### config.mk
export PLATFORM = sky130hd
export DESIGN_NAME = pfp_fault_protect
export DESIGN_NICKNAME = d
export VERILOG_FILES = /design/src/pfp_pkg.sv /design/src/pfp_avalon_slave.sv /design/src/pfp_fault_protect.sv /design/src/pfp_sticky_flags.sv
export VERILOG_INCLUDE_DIRS = /design/src /design/src/src
export SDC_FILE = /design/constraint.sdc
export NUM_CORES = 1
export LEC_CHECK = 0
export BUFFER_PORTS_ARGS = -buffer_cell sky130_fd_sc_hd__buf_2
export CAP_MARGIN = 10
export CORE_MARGIN = 1.5
export CORE_UTILIZATION = 25
export DETAILED_ROUTE_END_ITERATION = 8
export PLACE_DENSITY_LB_ADDON = 0.1
export SYNTH_ARGS = -nofsm -noshare
export SYNTH_HDL_FRONTEND = slang
export SYNTH_SLANG_ARGS = --single-unit
### constraint.sdc
create_clock -name clk_sys -period 4.09 [get_ports clk_sys]
set_input_delay 0.409 -clock clk_sys [delete_from_list [all_inputs] [get_ports clk_sys]]
set_output_delay 0.409 -clock clk_sys [all_outputs]
set_load 0.01 [all_outputs]
### src/pfp_params.svh
// Register offsets, field positions and reset values of the fault block
`ifndef PFP_PARAMS_SVH
`define PFP_PARAMS_SVH

// Word indices on the Avalon address (byte address is four times these)
`define PFP_IDX_MASK       2'h0
`define PFP_IDX_STATUS     2'h1
`define PFP_IDX_CONTROL    2'h2

// Reset values
`define PFP_MASK_RESET     8'h00
`define PFP_CONTROL_RESET  8'h00
`define PFP_FLAGS_RESET    5'h00

// Implemented bits of each register; all others read zero
`define PFP_MASK_VALID     8'h27
`define PFP_STATUS_VALID   8'hA7
`define PFP_CONTROL_VALID  8'h7F

// Mask register fields
`define PFP_MASK_PIN0      0
`define PFP_MASK_CMP0      1
`define PFP_MASK_IN1       2
`define PFP_MASK_DEBUG     5

// Status register fields
`define PFP_STAT_PIN0      0
`define PFP_STAT_IN1       1
`define PFP_STAT_CMP0      2
`define PFP_STAT_DEBUG     5
`define PFP_STAT_RELOAD    7

// Control register fields
`define PFP_CTL_PIN0_RST   0
`define PFP_CTL_PIN0_IRQ   1
`define PFP_CTL_CMP0_RST   2
`define PFP_CTL_CMP0_IRQ   3
`define PFP_CTL_CMP1_RST   4
`define PFP_CTL_CMP1_IRQ   5
`define PFP_CTL_DBG_RST    6

// Fault source vector and sticky flag vector positions
`define PFP_NUM_SRC        5
`define PFP_SRC_PIN0       0
`define PFP_SRC_IN1        1
`define PFP_SRC_CMP0       2
`define PFP_SRC_CMP1       3
`define PFP_SRC_DBG        4
`define PFP_FLG_RELOAD     4

`endif

### src/pfp_pkg.sv
// Types shared by the fault protection block
`default_nettype none
package pfp_pkg;
  typedef enum logic [1:0] {
    pfp_run   = 2'b00,
    pfp_hold  = 2'b01,
    pfp_armed = 2'b10
  } pfp_state_t;
  typedef logic [7:0] pfp_byte_t;
endpackage
`default_nettype wire

### src/pfp_avalon_slave.sv
// Avalon-MM slave handshake with one wait state and registered read data
`default_nettype none
module pfp_avalon_slave #(
  parameter int DATA_W = 32
) (
  input  wire logic              clk_sys,
  input  wire logic              reset,
  input  wire logic              read,
  input  wire logic              write,
  input  wire logic [DATA_W-1:0] rd_data,
  output logic                   waitrequest,
  output logic      [DATA_W-1:0] readdata,
  output logic                   wr_stb
);
  logic              ack_q;
  logic [DATA_W-1:0] readdata_q;

  if (DATA_W < 8)
  begin : g_chk
    $error("DATA_W must be at least 8");
  end

  // One wait state gives the read mux a full cycle
  always_ff @(posedge clk_sys)
  begin
    if (reset)
      ack_q <= 1'b0;
    else if (ack_q)
      ack_q <= 1'b0;
    else if (read || write)
      ack_q <= 1'b1;
  end

  always_ff @(posedge clk_sys)
  begin
    if (reset)
      readdata_q <= '0;
    else if (read && !ack_q)
      readdata_q <= rd_data;
  end

  assign waitrequest = (read || write) && !ack_q;
  assign wr_stb      = write && ack_q;
  assign readdata    = readdata_q;
endmodule
`default_nettype wire

### src/pfp_fault_protect.sv
// Fault protection of a six-output PWM unit with Avalon-MM registers
//
// How it works
// - Fault mask bits take only the first write after reset.
// - Mask bit 5 low lets debug entry raise a PWM fault.
// - Mask bit 2 low lets fault input 1 raise a PWM fault.
// - Mask bit 1 low lets the comparator raise a PWM fault.
// - Mask bit 0 low lets the fault 0 pin raise a PWM fault.
// - Unmasked comparator 0 also raises the fault exception output.
// - Masked sources never set their status flag.
// - Write one clears a flag, only once its source has dropped.
// - Status bit 7 latches each PWM reload until cleared.
// - Status bit 5 latches debug entry until cleared.
// - Status bit 2 latches comparator assertion until cleared.
// - Status bit 1 latches fault input 1 until cleared.
// - Status bit 0 latches the fault 0 pin until cleared.
// - Control bit 6 picks debug recovery: period start or soft.
// - Control bit 4 picks comparator 1 recovery: automatic or soft.
// - Control bit 2 picks comparator 0 recovery: automatic or soft.
// - Control bit 0 picks fault 0 pin recovery: automatic or soft.
// - Control bit 5 enables the comparator 1 interrupt request.
// - Control bit 3 enables the comparator 0 interrupt request.
// - Control bit 1 enables the fault 0 pin interrupt request.
// - During a fault all outputs sit in their off state.
//
// Implementation choices: the register offsets and the Avalon-MM slave port.
`default_nettype none
`include "pfp_params.svh"
module pfp_fault_protect #(
  parameter int NUM_OUT = 6
) (
  input  wire logic               clk_sys,
  input  wire logic               reset,
  input  wire logic [1:0]         avs_address,
  input  wire logic               avs_read,
  input  wire logic               avs_write,
  input  wire logic [31:0]        avs_writedata,
  input  wire logic [3:0]         avs_byteenable,
  output logic      [31:0]        avs_readdata,
  output logic                    avs_waitrequest,
  input  wire logic               fault_pin0,
  input  wire logic               fault_input1,
  input  wire logic               comparator0,
  input  wire logic               comparator1,
  input  wire logic               debug_entry,
  input  wire logic               pwm_reload,
  input  wire logic               period_start,
  input  wire logic [NUM_OUT-1:0] pwm_in,
  input  wire logic [NUM_OUT-1:0] off_state,
  output logic      [NUM_OUT-1:0] pwm_out,
  output logic                    fault_active,
  output logic                    fault_exception,
  output logic                    pin0_irq,
  output logic                    comparator0_irq,
  output logic                    comparator1_irq
);

  if (NUM_OUT < 1)
  begin : g_chk
    $error("NUM_OUT must be at least 1");
  end

  //////////////////////////////////////////////////////////////////////////
  // Declarations

  pfp_pkg::pfp_byte_t      fault_source_mask_q;
  logic                    mask_locked_q;
  pfp_pkg::pfp_byte_t      fault_recovery_control_q;
  pfp_pkg::pfp_byte_t      fault_status_flags;
  logic                    dbg_prev_q;
  pfp_pkg::pfp_state_t     state_q;
  pfp_pkg::pfp_state_t     state_d;
  logic [`PFP_NUM_SRC-1:0] cause_q;
  logic [`PFP_NUM_SRC-1:0] cause_d;
  logic [`PFP_NUM_SRC-1:0] src_raw;
  logic [`PFP_NUM_SRC-1:0] src_gate;
  logic [`PFP_NUM_SRC-1:0] src_on;
  logic [`PFP_NUM_SRC-1:0] soft_sel;
  logic [`PFP_NUM_SRC-1:0] flg_set;
  logic [`PFP_NUM_SRC-1:0] flg_clr;
  logic [`PFP_NUM_SRC-1:0] flg_hold;
  logic [`PFP_NUM_SRC-1:0] flags;
  logic [NUM_OUT-1:0]      pwm_out_q;
  logic                    exception_q;
  logic                    pin0_irq_q;
  logic                    cmp0_irq_q;
  logic                    cmp1_irq_q;
  logic                    wr_stb;
  logic                    wr_mask;
  logic                    wr_status;
  logic                    wr_control;
  logic [31:0]             rd_data;
  logic                    any_on;
  logic                    flags_clear;
  logic                    soft_now;
  logic                    dbg_auto;
  logic                    exit_ok;
  logic                    dbg_rise;
  pfp_pkg::pfp_byte_t      wbyte;

  //////////////////////////////////////////////////////////////////////////
  // Bus slave and address decode

  pfp_avalon_slave #(
    .DATA_W (32)
  ) u_slave (
    .clk_sys     (clk_sys),
    .reset       (reset),
    .read        (avs_read),
    .write       (avs_write),
    .rd_data     (rd_data),
    .waitrequest (avs_waitrequest),
    .readdata    (avs_readdata),
    .wr_stb      (wr_stb)
  );

  assign wbyte = avs_writedata[7:0];

  always_comb
  begin
    wr_mask    = 1'b0;
    wr_status  = 1'b0;
    wr_control = 1'b0;
    if (wr_stb && avs_byteenable[0])
    begin
      if (avs_address == `PFP_IDX_MASK)
        wr_mask = 1'b1;
      else if (avs_address == `PFP_IDX_STATUS)
        wr_status = 1'b1;
      else if (avs_address == `PFP_IDX_CONTROL)
        wr_control = 1'b1;
    end
  end

  // Unmapped index reads zero, upper lanes always zero
  always_comb
  begin
    rd_data = 32'h0000_0000;
    if (avs_address == `PFP_IDX_MASK)
      rd_data[7:0] = fault_source_mask_q;
    else if (avs_address == `PFP_IDX_STATUS)
      rd_data[7:0] = fault_status_flags;
    else if (avs_address == `PFP_IDX_CONTROL)
      rd_data[7:0] = fault_recovery_control_q;
  end

  //////////////////////////////////////////////////////////////////////////
  // Write-once mask register and freely rewritable control register

  // A write with any value locks, so a later write cannot unmask a source
  always_ff @(posedge clk_sys)
  begin
    if (reset)
    begin
      fault_source_mask_q <= `PFP_MASK_RESET;
      mask_locked_q       <= 1'b0;
    end
    else if (wr_mask && !mask_locked_q)
    begin
      fault_source_mask_q <= wbyte & `PFP_MASK_VALID;
      mask_locked_q       <= 1'b1;
    end
  end

  always_ff @(posedge clk_sys)
  begin
    if (reset)
      fault_recovery_control_q <= `PFP_CONTROL_RESET;
    else if (wr_control)
      fault_recovery_control_q <= wbyte & `PFP_CONTROL_VALID;
  end

  //////////////////////////////////////////////////////////////////////////
  // Fault sources

  assign src_raw = {debug_entry, comparator1, comparator0,
                    fault_input1, fault_pin0};

  // Comparator 1 has no mask bit and always counts
  assign src_gate[`PFP_SRC_PIN0] = !fault_source_mask_q[`PFP_MASK_PIN0];
  assign src_gate[`PFP_SRC_IN1]  = !fault_source_mask_q[`PFP_MASK_IN1];
  assign src_gate[`PFP_SRC_CMP0] = !fault_source_mask_q[`PFP_MASK_CMP0];
  assign src_gate[`PFP_SRC_CMP1] = 1'b1;
  assign src_gate[`PFP_SRC_DBG]  = !fault_source_mask_q[`PFP_MASK_DEBUG];

  assign src_on = src_raw & src_gate;
  assign any_on = |src_on;

  always_ff @(posedge clk_sys)
  begin
    if (reset)
      dbg_prev_q <= 1'b0;
    else
      dbg_prev_q <= debug_entry;
  end

  assign dbg_rise = debug_entry && !dbg_prev_q;

  //////////////////////////////////////////////////////////////////////////
  // Status flags

  assign flg_set[`PFP_SRC_PIN0]   = src_on[`PFP_SRC_PIN0];
  assign flg_set[`PFP_SRC_IN1]    = src_on[`PFP_SRC_IN1];
  assign flg_set[`PFP_SRC_CMP0]   = src_on[`PFP_SRC_CMP0];
  assign flg_set[3]               = dbg_rise && src_gate[`PFP_SRC_DBG];
  assign flg_set[`PFP_FLG_RELOAD] = pwm_reload;

  assign flg_clr = wr_status ? {wbyte[`PFP_STAT_RELOAD],
                                wbyte[`PFP_STAT_DEBUG],
                                wbyte[`PFP_STAT_CMP0],
                                wbyte[`PFP_STAT_IN1],
                                wbyte[`PFP_STAT_PIN0]} : 5'h00;

  // Clear is refused while the raw source is still high
  assign flg_hold = {1'b0, debug_entry, comparator0,
                     fault_input1, fault_pin0};

  pfp_sticky_flags #(
    .W       (`PFP_NUM_SRC),
    .RST_VAL (`PFP_FLAGS_RESET)
  ) u_flags (
    .clk_sys (clk_sys),
    .reset   (reset),
    .set     (flg_set),
    .clr     (flg_clr),
    .hold    (flg_hold),
    .flags   (flags)
  );

  always_comb
  begin
    fault_status_flags                   = 8'h00;
    fault_status_flags[`PFP_STAT_PIN0]   = flags[`PFP_SRC_PIN0];
    fault_status_flags[`PFP_STAT_IN1]    = flags[`PFP_SRC_IN1];
    fault_status_flags[`PFP_STAT_CMP0]   = flags[`PFP_SRC_CMP0];
    fault_status_flags[`PFP_STAT_DEBUG]  = flags[3];
    fault_status_flags[`PFP_STAT_RELOAD] = flags[`PFP_FLG_RELOAD];
  end

  assign flags_clear = ~|flags[3:0];

  //////////////////////////////////////////////////////////////////////////
  // Recovery state machine

  assign soft_sel = {
    fault_recovery_control_q[`PFP_CTL_DBG_RST],
    fault_recovery_control_q[`PFP_CTL_CMP1_RST],
    fault_recovery_control_q[`PFP_CTL_CMP0_RST],
    1'b0,
    fault_recovery_control_q[`PFP_CTL_PIN0_RST]
  };

  // Any soft cause makes the whole episode soft
  assign soft_now = |(cause_q & soft_sel);
  assign dbg_auto = cause_q[`PFP_SRC_DBG] && !soft_sel[`PFP_SRC_DBG];

  always_comb
  begin
    if (soft_now)
      exit_ok = flags_clear && pwm_reload;
    else if (dbg_auto)
      exit_ok = period_start;
    else
      exit_ok = 1'b1;
  end

  always_comb
  begin
    state_d = state_q;
    cause_d = cause_q;
    case (state_q)
      pfp_pkg::pfp_run:
      begin
        cause_d = src_on;
        if (any_on)
          state_d = pfp_pkg::pfp_hold;
      end
      pfp_pkg::pfp_hold:
      begin
        cause_d = cause_q | src_on;
        if (!any_on)
          state_d = pfp_pkg::pfp_armed;
      end
      pfp_pkg::pfp_armed:
      begin
        if (any_on)
        begin
          cause_d = cause_q | src_on;
          state_d = pfp_pkg::pfp_hold;
        end
        else if (exit_ok)
          state_d = pfp_pkg::pfp_run;
      end
      default:
        state_d = pfp_pkg::pfp_hold;
    endcase
  end

  always_ff @(posedge clk_sys)
  begin
    if (reset)
    begin
      state_q <= pfp_pkg::pfp_run;
      cause_q <= 5'h00;
    end
    else
    begin
      state_q <= state_d;
      cause_q <= cause_d;
    end
  end

  //////////////////////////////////////////////////////////////////////////
  // Outputs

  // Forced from the same edge that enters the fault state
  always_ff @(posedge clk_sys)
  begin
    if (reset)
      pwm_out_q <= '0;
    else if (state_d != pfp_pkg::pfp_run)
      pwm_out_q <= off_state;
    else
      pwm_out_q <= pwm_in;
  end

  always_ff @(posedge clk_sys)
  begin
    if (reset)
      exception_q <= 1'b0;
    else
      exception_q <= src_on[`PFP_SRC_CMP0];
  end

  always_ff @(posedge clk_sys)
  begin
    if (reset)
    begin
      pin0_irq_q <= 1'b0;
      cmp0_irq_q <= 1'b0;
      cmp1_irq_q <= 1'b0;
    end
    else
    begin
      pin0_irq_q <= fault_recovery_control_q[`PFP_CTL_PIN0_IRQ] &&
                    src_on[`PFP_SRC_PIN0];
      cmp0_irq_q <= fault_recovery_control_q[`PFP_CTL_CMP0_IRQ] &&
                    src_on[`PFP_SRC_CMP0];
      cmp1_irq_q <= fault_recovery_control_q[`PFP_CTL_CMP1_IRQ] &&
                    comparator1;
    end
  end

  assign pwm_out         = pwm_out_q;
  assign fault_active    = (state_q != pfp_pkg::pfp_run);
  assign fault_exception = exception_q;
  assign pin0_irq        = pin0_irq_q;
  assign comparator0_irq = cmp0_irq_q;
  assign comparator1_irq = cmp1_irq_q;
endmodule
`default_nettype wire

### src/pfp_sticky_flags.sv
// Sticky flags: set wins, write-one clear blocked while the source holds
`default_nettype none
module pfp_sticky_flags #(
  parameter int            W       = 5,
  parameter logic [W-1:0]  RST_VAL = '0
) (
  input  wire logic         clk_sys,
  input  wire logic         reset,
  input  wire logic [W-1:0] set,
  input  wire logic [W-1:0] clr,
  input  wire logic [W-1:0] hold,
  output logic      [W-1:0] flags
);
  logic [W-1:0] flags_q;

  if (W < 1)
  begin : g_chk
    $error("W must be at least 1");
  end

  always_ff @(posedge clk_sys)
  begin
    if (reset)
      flags_q <= RST_VAL;
    else
      flags_q <= (flags_q & ~(clr & ~hold)) | set;
  end

  assign flags = flags_q;
endmodule
`default_nettype wire

==> flow_metrics.env <==
export IMPL_final_hold_viol_count=0
export IMPL_hpwl_mm=3.66
export IMPL_rsz0062_at_grt="false"
export IMPL_reg2reg_slack_ps=2150
export IMPL_ys_flop_type="dfxtp_1"
export IMPL_grt_pass1_wl_mm=7.85
export IMPL_max_freq_mhz=515
export IMPL_min_delay_path_depth=2
export IMPL_switching_power_w=0.000265
export IMPL_pwr_share_clk_pct=31.8
export IMPL_ant_nets=0
export IMPL_grt_pass1_vias=1567
export IMPL_startpoint_type="flop"
export IMPL_fin_crit_sh_pct=47.5
export IMPL_row_count=33
export IMPL_first_iter_violations=39
export IMPL_synth_top_cell_by_area="dfxtp_1"
export IMPL_crit_top_cell="mux2i_1"
export IMPL_syn_cell_area_sq_mm=0.00216
export IMPL_leakage_nw=1.13
export IMPL_gp_congestion=0.680
export IMPL_r2r_cells=6
export IMPL_fin_area_sq_mm=0.00250
export IMPL_yosysMostFrequentCell="dfxtp_1"
export IMPL_synth_top_area_share_pct=39.9
export IMPL_core_area_sq_mm=0.00830
export IMPL_fp_dieH_um=95.9
export IMPL_holdBufCountCts=0
export IMPL_port_buffer_count=53
export IMPL_die_w_um=95.9
export IMPL_clk_pin_slew_ps=90
export IMPL_tns_ps=0
export IMPL_r2r_end="pwm_out[1]"
export IMPL_synth_cells=244
export IMPL_async_flop_share_pct=0
export IMPL_synth_edf_count=0
export IMPL_ys_top_cells_by_area="dfxtp_1 40%, mux2i_1 10%, buf_4 8.4%"
export IMPL_min_path_type="in -> reg"
export IMPL_vdd_drop_max_mv=0.142
export IMPL_ys_ff_latch=43
export IMPL_drt_total_wl_mm=4.92
export IMPL_gr_usage_all_layers_pct=11.4
export IMPL_intPower_w=0.000632
export IMPL_cts_tree="yes"
export IMPL_numCtsBuffers=5
export IMPL_p_per_area_mw_per_mm2=359
export IMPL_regArea_sq_um=861
export IMPL_route_detailed_wl_per_inst_um=12.3
export IMPL_min_to="dbg_prev_q"
export IMPL_regToRegStartpoint="fault_source_mask_q[1]"
export IMPL_fill_cells=911
export IMPL_postCtsSetupRepairBufs=0
export IMPL_yosysUniqueCellTypes=38
export IMPL_cts_sinks=43
export IMPL_multi_input_area_sq_mm=0.00112
export IMPL_crit_path_end_kind="flop"
export IMPL_antenna_cells=0
export IMPL_tightest_slew_ps=845
export IMPL_grt_max_degree=49
export IMPL_nets=359
export IMPL_post_cts_resized=0
export IMPL_dp_cells=391
export IMPL_worst_ep_arrival_time_ps=2170
export IMPL_seqPwrFrac_pct=50.8
export IMPL_crit_required_ps=4320
export IMPL_synth_avg_cell_area_sq_um=8.84
export IMPL_crit_type="reg -> reg"
export IMPL_hold_start="debug_entry"
export IMPL_synth_commonest_cells="43 x dfxtp_1, 41 x nor2_1, 24 x buf_4"
export IMPL_drive_above_1_share_pct=26.9
export IMPL_skew_ps=3.70
export IMPL_cts_buffer_depth=2
export IMPL_ys_seq_area_share_pct=39.9
export IMPL_area_growth_pct=15.9
export IMPL_p_sw_share_pct=29.5
export IMPL_vias=1693
export IMPL_synth_warnings=0
export IMPL_ctsRootBufferMaster="clkbuf_8"
export IMPL_period_minus_slack_ps=1940
export IMPL_die_area_sq_mm=0.00919
export IMPL_critPathSlowestCell="dfxtp_1"
export IMPL_viasPerCell=4.24
export IMPL_drv_slew=0
export IMPL_fin_cells=399
export IMPL_htree_levels=2
export IMPL_grt_ovfl_total=0
export IMPL_slowest_delay_ps=400
export IMPL_status="complete, no violations"
export IMPL_ioPinCount=105
export IMPL_relSlewSlack_pct=43.6
export IMPL_initial_core_util_pct=26.0
export IMPL_finalSetupViolations=0
export IMPL_placed_cell_area_sq_mm=0.00241
export IMPL_critPathMaxFanout=7
export IMPL_clock_latency_ps=300
export IMPL_drc_errors=0
export IMPL_crit_chain="or2b_4 -> nand3_4 -> nor3b_4 -> mux2i_1 -> o22a_1 -> mux2i_1"
export IMPL_antenna_found_initial=0
export IMPL_max_cap_violations=0
export IMPL_power_frac_comb_pct=17.4
export IMPL_first_pass_iters=4
==> per-stage QoR <==
step | total power (W) | setup slack (ps) | hold slack, ps | utilization, %
2_1_floorplan | 0.000593 | 2410 | 420 | -
3_3_place_gp | 0.000627 | 1920 | 432 | 29.0
3_5_place_dp | 0.000625 | 1930 | 437 | 29.0
4_1_cts | 0.000917 | 2100 | 336 | 30.1
5_1_grt | 0.000950 | 1940 | 340 | 30.1
6_report | 0.000897 | 2150 | 351 | 30.1
==> state kept, by name, indices dropped and copies added (netlist names), 2 cells and up <==
name,flops
fault_recovery_control_q,7
state_q,2
fault_source_mask_q,4
cause_q,4
u_slave.readdata,8
u_flags.flags,5
pwm_out,6
==> critical path: cells and delay by family (launching register included) <==
kind | cells | cell delay, ps
simple gates | 3 | 620
mux | 2 | 460
flops | 1 | 400
compound gates | 1 | 390
==> routing by layer <==
layer  wire [um]  vias to the layer above  track usage [%]
li1            -                      868                -
met1        2480                      769             15.6
met2        2140                       52             17.3
met3         239                        4             2.69
met4          62                        0             3.68
met5           0                        -                0
==> cell families after synthesis <==
| group | Yosys count | share of synthesized area [%] |
|---|---|---|
| multiplexers | 22 | 10.2 |
| other | 1 | 0.174 |
| AO/OA/AOI/OAI | 37 | 10.7 |
| buffers and inverters | 42 | 12.2 |
| AND/OR/NAND/NOR | 94 | 24.0 |
| flip-flops | 43 | 39.9 |
| adder cells (fa/ha/maj) | 5 | 2.90 |
==> power by group through the flow <==
stage               Clock [W]  Combinational, W  Sequential [W]
global route         0.000314          0.000177        0.000459
finish               0.000285          0.000156        0.000456
detailed placement          0          0.000160        0.000466
global placement            0          0.000161        0.000466
floorplan                   0          0.000123        0.000470
CTS                  0.000301          0.000160        0.000456
==> worst max path at each step <==
stage,end,cells after the start,startpoint
after global routing,pwm_out[0],7,state_q[1]
after detailed placement,pwm_out[1],7,comparator0
after CTS,pwm_out[1],6,fault_recovery_control_q[0]
after floorplan,pwm_out[0],7,comparator0
final,pwm_out[1],6,fault_source_mask_q[1]
after global placement,pwm_out[1],7,comparator0
==> layout make-up <==
cell class / instances / area share [%]
timing repair buffer: 53 / 10.6
clock inverter: 3 / 0.951
clock buffer: 5 / 2.75
tap: 105 / 5.26
multi-input combinational: 182 / 44.8
sequential: 43 / 34.4
inverter: 8 / 1.20
==> placed cells by master, fill, tap and decap left out, types with 8 or more instances in the layout <==
cell type	n
buf_2	53
dfxtp_1	43
nor2_1	41
conb_1	24
mux2i_1	22
nand2_1	13
a21oi_1	13
or2b_2	11
o21ai_0	9
inv_1	8
No activity file was read; power rests on OpenSTA's default activity.
